--- config.mk ---
export PLATFORM = sky130hd
export DESIGN_NAME = power_mode_control
export DESIGN_NICKNAME = d
export VERILOG_FILES = /design/src/include/power_mode_pkg.sv /design/src/logic/power_mode_control.sv /design/src/logic/mode_settle_timer.sv
export VERILOG_INCLUDE_DIRS = /design/src /design/src/include
export SDC_FILE = /design/constraint.sdc
export NUM_CORES = 1
export LEC_CHECK = 0
export BUFFER_PORTS_ARGS = -buffer_cell sky130_fd_sc_hd__buf_4
export CORE_MARGIN = 5
export CORE_UTILIZATION = 45
export CTS_CLUSTER_DIAMETER = 30
export DETAILED_ROUTE_END_ITERATION = 12
export GPL_TIMING_DRIVEN = 0
export MAX_ROUTING_LAYER = met4
export PLACE_DENSITY = 0.71
export SLEW_MARGIN = 15
export SYNTH_ARGS = -nofsm -noshare
export SYNTH_HDL_FRONTEND = slang
export SYNTH_SLANG_ARGS = --single-unit
--- constraint.sdc ---
create_clock -name CORE_CLK -period 3.6 [get_ports CORE_CLK]
set_input_delay 0.18 -clock CORE_CLK [delete_from_list [all_inputs] [get_ports CORE_CLK]]
set_output_delay 0.18 -clock CORE_CLK [all_outputs]
set_load 0.005 [all_outputs]
--- src/include/power_mode_params.svh ---
// Constants of the operating power mode control block
// Assumes inclusion by bare name from every file that needs them
`ifndef POWER_MODE_PARAMS_SVH
`define POWER_MODE_PARAMS_SVH
`define PM_ADDR_WIDTH        20
`define PM_OFFSET_MAIN       20'h8_00a0
`define PM_OFFSET_LOW        20'h8_00aa
`define PM_MODE_HIGH         3'h0
`define PM_MODE_MIDDLE       3'h2
`define PM_MODE_LSB          0
`define PM_MODE_MSB          2
`define PM_LOW_BIT           0
`define PM_BUSY_BIT          4
`define PM_SETTLE_NS         200
`define PM_CLOCK_MHZ         100
`define PM_SETTLE_CYCLES     ((`PM_SETTLE_NS * `PM_CLOCK_MHZ) / 1000)
`endif

--- src/include/power_mode_pkg.sv ---
// Types of the operating power mode control block
// Assumes no other package
package power_mode_pkg;
    typedef enum logic [1:0] {
        MODE_HIGH,
        MODE_MIDDLE,
        MODE_LOW
    } power_mode_type;
endpackage

--- src/logic/power_mode_control.sv ---
// Operating power mode control: main and low-speed select registers
// Assumes a single-cycle strobe register port on CORE_CLK, and status
// levels for unlock, sleep, deep sleep and flash work from other clocks
//
// Summary of operation
// Mode bits 2..0: 000 high, 010 middle
// Bit 3 of main register reads zero
// Main busy flag sets on write, clears after
// Writes need the system unlock bit set
// Main register locked while its busy flag
// Both registers locked during sleep entry/exit
// Both registers locked during deep sleep
// Main register locked while low-speed enabled
// Both registers locked during flash program/erase
// Software rewrites mode only when flag clear
// Low-speed bit one enters, zero returns
// Low-speed busy flag on select rewrite
// Low-speed register locked while its busy
// Reserved bits read back zero
// Reset starts in high-speed mode
// Low-speed only on sub-clock oscillator
// Software keeps read clocks within limits
// Flash clock 1 to 32 MHz for programming
// Below 4 MHz use 1, 2 or 3 MHz
// No system writes during sleep or transitions
// Blocked writes change nothing
// Busy flags clear after settling, never instantly
//
// The address-and-strobe port was left to the implementer.
`include "power_mode_params.svh"
module power_mode_control #(
    parameter int SETTLE_CYCLES = `PM_SETTLE_CYCLES
) (
    input  wire logic                      CORE_CLK,
    input  wire logic                      RST_N,
    input  wire logic [`PM_ADDR_WIDTH-1:0] ADDR,
    input  wire logic [7:0]                WDATA,
    input  wire logic                      WR,
    input  wire logic                      RD,
    output logic      [7:0]                RDATA,
    input  wire logic                      SYSTEM_WRITE_UNLOCK_BIT,
    input  wire logic                      SLEEP_ACTIVE,
    input  wire logic                      DEEP_SLEEP_ACTIVE,
    input  wire logic                      FLASH_PE_ACTIVE,
    output logic      [2:0]                MAIN_MODE_FIELD,
    output logic                           LOW_SPEED_ENABLE_BIT,
    output logic      [1:0]                POWER_MODE,
    output logic                           MODE_BUSY
);
    logic       rst_meta;
    logic       rst_n;
    localparam int STATUS_COUNT = 4;

    // Synchronised status levels
    logic [STATUS_COUNT-1:0] status_pin;
    logic [STATUS_COUNT-1:0] status;
    logic                    unlock;
    logic                    sleep;
    logic                    deep;
    logic                    flash;

    // Register state and write decode
    logic [2:0] main_mode;
    logic       low_en;
    logic       main_busy;
    logic       low_busy;
    logic       main_start;
    logic       low_start;
    logic       common_block;
    logic [2:0] next_main_mode;
    logic       next_low_en;
    logic [7:0] next_rdata;
    logic [1:0] next_power_mode;
    logic       next_mode_busy;
    power_mode_pkg::power_mode_type mode_now;

    // Refuse settings the counters or the byte read path cannot serve
    if (SETTLE_CYCLES < 1) begin : g_bad_settle
        $error("SETTLE_CYCLES must be at least one");
    end
    if (`PM_BUSY_BIT > 7 || `PM_MODE_MSB > 7) begin : g_bad_field
        $error("Register fields must lie inside one byte");
    end
    if (`PM_MODE_MSB - `PM_MODE_LSB != 2) begin : g_bad_mode_width
        $error("Mode field must be three bits wide");
    end
    if (`PM_OFFSET_MAIN == `PM_OFFSET_LOW) begin : g_bad_offsets
        $error("The two register offsets must differ");
    end

    function automatic logic hit(input logic [`PM_ADDR_WIDTH-1:0] a,
                                 input logic [`PM_ADDR_WIDTH-1:0] off);
        return a == off;
    endfunction

    // Low speed wins once its own settling is over; any code other
    // than middle falls back to high speed
    function automatic power_mode_pkg::power_mode_type effective_mode(
        input logic [2:0] field,
        input logic       low,
        input logic       low_settling
    );
        if (low && !low_settling) begin
            return power_mode_pkg::MODE_LOW;
        end
        if (field == `PM_MODE_MIDDLE) begin
            return power_mode_pkg::MODE_MIDDLE;
        end
        return power_mode_pkg::MODE_HIGH;
    endfunction

    // Reset release through two flops
    always_ff @(posedge CORE_CLK or negedge RST_N) begin
        if (!RST_N) begin
            rst_meta <= 1'b0;
            rst_n    <= 1'b0;
        end else begin
            rst_meta <= 1'b1;
            rst_n    <= rst_meta;
        end
    end

    // Status levels come from other domains; a change counts once
    // the second and third stages agree, so a one-cycle glitch is lost
    assign status_pin = {SYSTEM_WRITE_UNLOCK_BIT, SLEEP_ACTIVE,
                         DEEP_SLEEP_ACTIVE, FLASH_PE_ACTIVE};

    for (genvar i = 0; i < STATUS_COUNT; i++) begin : g_status_sync
        logic [2:0] stage;
        logic [2:0] next_stage;
        logic       level;
        logic       next_level;

        always_comb begin
            next_stage = {stage[1:0], status_pin[i]};
            next_level = (stage[1] == stage[2]) ? stage[2] : level;
        end

        always_ff @(posedge CORE_CLK or negedge rst_n) begin
            if (!rst_n) begin
                stage <= 3'h0;
                level <= 1'b0;
            end else begin
                stage <= next_stage;
                level <= next_level;
            end
        end

        assign status[i] = level;
    end

    assign unlock = status[3];
    assign sleep  = status[2];
    assign deep   = status[1];
    assign flash  = status[0];

    // Blocking terms shared by both registers
    always_comb begin
        common_block = !unlock
                     || sleep
                     || deep
                     || flash;
        main_start = WR && hit(ADDR, `PM_OFFSET_MAIN) && !common_block
                   && !main_busy
                   && !low_en;
        low_start  = WR && hit(ADDR, `PM_OFFSET_LOW) && !common_block
                   && !low_busy;
    end

    // Stored mode field; a refused write falls through untouched
    always_comb begin
        next_main_mode = main_mode;
        if (main_start) begin
            next_main_mode = WDATA[`PM_MODE_MSB:`PM_MODE_LSB];
        end
    end

    always_ff @(posedge CORE_CLK or negedge rst_n) begin
        if (!rst_n) begin
            main_mode <= `PM_MODE_HIGH;
        end else begin
            main_mode <= next_main_mode;
        end
    end

    // Low-speed select; clearing it hands control back to the field
    always_comb begin
        next_low_en = low_en;
        if (low_start) begin
            next_low_en = WDATA[`PM_LOW_BIT];
        end
    end

    always_ff @(posedge CORE_CLK or negedge rst_n) begin
        if (!rst_n) begin
            low_en <= 1'b0;
        end else begin
            low_en <= next_low_en;
        end
    end

    // Main mode only takes effect once its settling ends, so the
    // reported mode lags the register by the busy time
    always_comb begin
        mode_now = effective_mode(main_mode, low_en, low_busy);
        next_power_mode = (main_busy || low_busy) ? POWER_MODE
                                                  : 2'(mode_now);
        next_mode_busy  = main_busy || low_busy;
    end

    // Read data valid only in the cycle after the strobe
    always_comb begin
        next_rdata = 8'h00;
        if (RD && hit(ADDR, `PM_OFFSET_MAIN)) begin
            next_rdata[`PM_MODE_MSB:`PM_MODE_LSB] = main_mode;
            next_rdata[`PM_BUSY_BIT] = main_busy;
        end else if (RD && hit(ADDR, `PM_OFFSET_LOW)) begin
            next_rdata[`PM_LOW_BIT]  = low_en;
            next_rdata[`PM_BUSY_BIT] = low_busy;
        end
    end

    always_ff @(posedge CORE_CLK or negedge rst_n) begin
        if (!rst_n) begin
            RDATA <= 8'h00;
        end else begin
            RDATA <= next_rdata;
        end
    end

    // Field and select pins load with the state, so they never lag it; MODE_BUSY lags the busy flags by a cycle
    always_ff @(posedge CORE_CLK or negedge rst_n) begin
        if (!rst_n) begin
            MAIN_MODE_FIELD      <= `PM_MODE_HIGH;
            LOW_SPEED_ENABLE_BIT <= 1'b0;
            POWER_MODE           <= 2'(power_mode_pkg::MODE_HIGH);
            MODE_BUSY            <= 1'b0;
        end else begin
            MAIN_MODE_FIELD      <= next_main_mode;
            LOW_SPEED_ENABLE_BIT <= next_low_en;
            POWER_MODE           <= next_power_mode;
            MODE_BUSY            <= next_mode_busy;
        end
    end

    // One sequencer per flag
    mode_settle_timer #(
        .CYCLES (SETTLE_CYCLES)
    ) main_timer (
        .clk   (CORE_CLK),
        .rst_n (rst_n),
        .start (main_start),
        .busy  (main_busy)
    );

    mode_settle_timer #(
        .CYCLES (SETTLE_CYCLES)
    ) low_timer (
        .clk   (CORE_CLK),
        .rst_n (rst_n),
        .start (low_start),
        .busy  (low_busy)
    );
endmodule

--- src/logic/mode_settle_timer.sv ---
// Settling sequencer behind one transition busy flag
// Assumes start is a one-cycle pulse on the block clock
module mode_settle_timer #(
    parameter int CYCLES = 20
) (
    input  wire logic clk,
    input  wire logic rst_n,
    input  wire logic start,
    output logic      busy
);
    localparam int CW = $clog2(CYCLES + 1);
    logic [CW-1:0] count;
    logic [CW-1:0] next_count;
    logic          next_busy;

    // A zero count would leave busy stuck high
    if (CYCLES < 1) begin : g_bad_cycles
        $error("CYCLES must be at least one");
    end

    always_comb begin
        next_count = count;
        next_busy  = busy;
        if (start) begin
            next_count = CW'(CYCLES);
            next_busy  = 1'b1;
        end else if (busy) begin
            // Busy never clears in the cycle of its trigger
            if (count == CW'(1)) begin
                next_busy = 1'b0;
            end
            next_count = count - CW'(1);
        end
    end

    always_ff @(posedge clk or negedge rst_n) begin
        if (!rst_n) begin
            count <= '0;
            busy  <= 1'b0;
        end else begin
            count <= next_count;
            busy  <= next_busy;
        end
    end
endmodule

Word-level counts from Yosys, hierarchy flattened
Cells that the tools add are included.
{ "classes": {"n_addsub": 2, "n_eq_ne": 9, "n_mux": 22, "n_reduce_logical": 21} }
{ "ops": {"columns": ["operator", "n"], "rows": [
  ["20-bit equality test (second input constant)", 2],
  ["5-bit two-way mux", 4],
  ["1-bit two-way mux", 13],
  ["5-bit by 1-bit equality test with 1-bit output (second input constant)", 2],
  ["1-bit logical AND", 10],
  ["2-bit two-way mux", 5],
  ["5-bit by 1-bit subtractor with 5-bit output (second input constant)", 2],
  ["1-bit logical NOT", 5],
  ["1-bit equality test", 4],
  ["1-bit logical OR", 4],
  ["2-bit nonzero test", 2],
  ["3-bit by 2-bit equality test with 1-bit output (second input constant)", 1]
]} }
{ "word_totals": {"reg_bits": 41, "inputBits": 36, "elab_cells": 73} }

Depth between registers and ports, before layout
{ "logic_depth": {"depth_word": 9, "mapped_depth": 6, "depth_no_buf": 6} }

Cells and area by module
Synthesis repeated with hierarchy kept, for this count alone.
{ "unflattened": {"hier_cells": 132, "area_unflattened_um2": 1760.4} }
{ "modules_own_cells": {"columns": ["module", "instances", "cells_each", "area_each_um2"], "rows": [
  ["power_mode_control", 1, 76, 1124.8],
  ["mode_settle_timer", 2, 28, 317.8]
]} }

Worst setup path before layout
OpenSTA, ideal clock, no wires.
{ "synth_timing": {"path_type": "reg2reg", "start": "register g_status_sync[2].level", "end": "register low_timer.count[2]", "t_arrival_ps": 1543, "path_slack_ps": 1974, "stages_incl_launch_ff": 5, "n_path_buf": 0, "period_less_slack_ps": 1626, "path_cell_list": "dfrtp_1 nor4b_2 nand4_2 or4_4 a22oi_2"} }
{ "synth_via": {"elab_chain_cells": 7} }
{ "synth_lines": {"columns": ["item", "line", "source"], "rows": [
  ["start: declaration", "power_mode_control.sv:131", "logic level;"],
  ["start signal: assignment", "power_mode_control.sv:145", "level <= next_level;"],
  ["1-bit logical OR *", "power_mode_control.sv:160", "|| sleep"],
  ["1-bit logical OR *", "power_mode_control.sv:161", "|| deep"],
  ["1-bit logical OR *", "power_mode_control.sv:162", "|| flash;"],
  ["1-bit logical NOT *", "power_mode_control.sv:166", "low_start = WR && hit(ADDR, `PM_OFFSET_LOW) && !common_block"],
  ["1-bit logical AND * (2 in series)", "power_mode_control.sv:166", null],
  ["5-bit two-way mux / 2-bit nonzero test (equally long branches)", null, null],
  ["end signal: assignment", "mode_settle_timer.sv:41", "count <= next_count;"],
  ["end: declaration", "mode_settle_timer.sv:12", "logic [CW-1:0] count;"]
]} }
Mark *: on every way between the ends. The rest lies on a longest branch, timed or not.
A chain may end at the register's enable or synchronous reset.

Final worst setup path
{ "layout_timing": {"start": "register main_timer.busy", "end": "register MAIN_MODE_FIELD[2]"} }
{ "layout_via": {"elab_chain_cells": 3} }
{ "layout_lines": {"columns": ["item", "line", "source"], "rows": [
  ["start: declaration", "mode_settle_timer.sv:9", "output logic busy"],
  ["start signal: assignment", "mode_settle_timer.sv:42", "busy <= next_busy;"],
  ["1-bit logical NOT", "power_mode_control.sv:164", "&& !main_busy"],
  ["1-bit logical AND (2 in series)", "power_mode_control.sv:163", "main_start = WR && hit(ADDR, `PM_OFFSET_MAIN) && !common_block"],
  ["end signal: assignment", "power_mode_control.sv:234", "MAIN_MODE_FIELD <= `PM_MODE_HIGH;"],
  ["end signal: assignment", "power_mode_control.sv:239", "MAIN_MODE_FIELD <= next_main_mode;"],
  ["end: declaration", "power_mode_control.sv:45", "output logic [2:0] MAIN_MODE_FIELD,"]
]} }
Every way passes these cells.

==> results_dict.tcl <==
set metrics [dict create \
    status "finished, final reports clean" \
    final-seq-area_mm2 0.00103 \
    slew_headroom_pct 66.8 \
    via_per_inst 4.94 \
    track_usage_pct 15.3 \
    die_h_um 71.4 \
    min_path_type "in -> reg" \
    final_antenna_net_count 0 \
    finalSetupTns_ns 0 \
    clock_path_buffers 2 \
    final_area_mm2 0.00225 \
    grt_pass1_vias 1331 \
    yosys.area.top_type_share_pct 60.5 \
    max_stage_delay_ns 0.36 \
    synth_common_cells "dfrtp_1 (41), nand2_1 (13), inv_1 (8), nor2_1 (7), xnor2_1 (5)" \
    dp_hpwl_mm 2.75 \
    numCtsBuffers 5 \
    p_leak_nw 1.06 \
    firstDrtPassIters 4 \
    wl_mm 3.39 \
    synth_cell_types 36 \
    syn_avg_cell_area_um2 12.2 \
    crit_required_ns 3.78 \
    path_max_fanout 9 \
    dpl_cell_area_mm2 0.00210 \
    maxSlewViolCount 0 \
    place.port_buffers 41 \
    synth_flop_cell "dfrtp_1" \
    cts_setup_buffers 0 \
    cts_tree "done" \
    n_fill_cell 304 \
    critPathSlowestCell "dfrtp_1" \
    clk-insertion-delay-late_ns 0.29 \
    skew_ns 0.00362 \
    whs_ns 0.106 \
    p_total_w 0.000846 \
    drive_above_1_share_pct 34.5 \
    die_w_um 71.4 \
    wl_per_cell_um 13.8 \
    synth_edf_count 0 \
    clock-sinks 41 \
    gp_congestion 0.769 \
    async_flop_share_pct 100 \
    worstSetupPathType "reg -> reg" \
    synth.area.top_cells "dfrtp_1 (61%), ha_1 (3.0%), nand2_1 (2.9%)" \
    crit_family "simple AND/OR/NAND/NOR gates" \
    period_share_pct 52.6 \
    grt_pass1_wl_mm 5.93 \
    rsz0062_at_grt "no" \
    fin_nets 236 \
    syn_inst 139 \
    dieArea_mm2 0.00510 \
    peakVddDrop_mv 0.329 \
    area_delta_synth_final_pct 32.5 \
    num_vias 1211 \
    antenna_found_initial 0 \
    yosys_warnings 0 \
    grt.overflow.total 0 \
    startpoint_type "register" \
    core-area_mm2 0.00366 \
    drcViolationCount 0 \
    diodes 0 \
    clk_pin_slew_ns 0.08 \
    setup_violations 0 \
    worstMarginPinSlew_ns 0.493 \
    multi_input_area_um2 613 \
    ys_ff_latch 41 \
    synth_most_common_cell "dfrtp_1" \
    cts_resized 0 \
    path_cells "clkbuf_1 > nor4_1 > nand4_1 > nor2_2 > mux2_1" \
    yosysSeqAreaShare_pct 60.5 \
    period_minus_slack_ns 1.89 \
    p_per_area_mw_per_mm2 376 \
    h-tree-depth 2 \
    fmaxAchievable_ghz 0.528 \
    max-cap-violations 0 \
    drtIter0Drc 60 \
    cts_root_buffer "clkbuf_8" \
    ios 51 \
    finalHoldViolations 0 \
    syn-cell-area_mm2 0.00170 \
    final_core_util_pct 61.4 \
    rows 22 \
    cp_num_buf_inv 1 \
    crit_path_end_kind "register" \
    arrival_ns 2.07 \
    start_util_pct 46.3 \
    synth_top_cell_by_area "dfrtp_1" \
    grt_max_degree 27 \
]
flip-flops by register name (all words and copies together) (netlist names), 2 cells and up:
name	flops
low_timer.count	5
POWER_MODE	2
MAIN_MODE_FIELD	3
g_status_sync.level	2
g_status_sync.stage	12
main_timer.count	5
RDATA	4
path summary, 6_finish.rpt:
| kind | depth (start not counted) | start | slack, ns | endpoint |
|---|---|---|---|---|
| max in group asynchronous | 1 | rst_n$_DFF_PN0_ | 2.99 | g_status_sync[3].stage[2]$_DFF_PN0_ |
| min in group asynchronous | 0 | rst_n$_DFF_PN0_ | 0.18 | MAIN_MODE_FIELD[1]$_DFFE_PN0P_ |
| setup / recovery | 5 | main_timer.busy$_DFF_PN0_ | 1.71 | MAIN_MODE_FIELD[2]$_DFFE_PN0P_ |
| hold reg to reg | 0 | rst_n$_DFF_PN0_ | 0.18 | MAIN_MODE_FIELD[1]$_DFFE_PN0P_ |
| hold / removal | 2 | WDATA[1] | 0.11 | MAIN_MODE_FIELD[1]$_DFFE_PN0P_ |
| setup reg to reg | 5 | main_timer.busy$_DFF_PN0_ | 1.71 | MAIN_MODE_FIELD[2]$_DFFE_PN0P_ |
worst reg2reg max path: cells and delay by family (launching register included):
kind	cells	cell delay (ns)
buf+inv	1	0.20
flops	1	0.36
mux	1	0.36
simple gates	3	0.86
layout make-up:
type	count	area share [%]
Buffer	6	1.67
Timing Repair Buffer	47	17.1
Multi-Input combinational cell	87	27.3
Clock buffer	5	3.06
Sequential cell	41	45.7
Clock inverter	3	1.11
Inverter	8	1.34
Tap cell	48	2.67
routing by layer:
| metal | track usage, % | up-vias | routed length, µm |
|---|---|---|---|
| met1 | 16.2 | 588 | 1340 |
| met5 | - | - | 0 |
| met4 | 6.68 | 0 | 54 |
| met3 | 5.33 | 8 | 154 |
| met2 | 25.8 | 27 | 1840 |
| li1 | - | 588 | - |
cell usage in the layout, fill, tap and decap left out, types with 3 or more instances in the layout:
cell type      netlist  routed
nand2_1             13      13
dfrtp_1             41      40
nand2b_1             3       3
dlygate4sd3_1        0       5
nor2_1               7       7
ha_1                 4       4
conb_1               2       5
nor3_1               4       4
nor4_1               3       3
clkbuf_8             0       5
inv_1                8       8
mux2_1               4       4
buf_4                4      45
o21ai_0              3       3
maj3_1               4       4
o21ai_1              4       4
xnor2_1              5       5
power by group:
part	internal [W]	leakage [nW]	switching, W
combinational	0.0000362	0.485	0.0000193
clock	0.000141	0.0452	0.000167
sequential	0.000473	0.530	0.00000964
total	0.000650	1.06	0.000196
logic make-up (layout without fill, tap and decap cells):
logic type,Yosys count,after routing,synth area share [%]
flip-flops,41,41,60.5
AO/OA/AOI/OAI,16,16,6.35
adder cells (fa/ha/maj),8,8,5.31
other,2,5,0.443
AND/OR/NAND/NOR,47,47,17.0
buffers and inverters,14,69,3.99
XOR/XNOR,6,6,3.10
multiplexers,5,5,3.32
metrics by stage:
stage | std cells | worst slack (ns)
after global placement | 231 | 1.74
after floorplan | 142 | 1.97
after detailed placement | 232 | 1.68
final | 245 | 1.71
after global routing | 245 | 1.58
after CTS | 245 | 1.66
what timing repair did:
action                                  in CTS  in global routing
hold buffers                                 5                  0
hold endpoints to repair                     6                  0
endpoints found under the setup margin       0                  0
No activity file was read; power rests on OpenSTA's default activity.
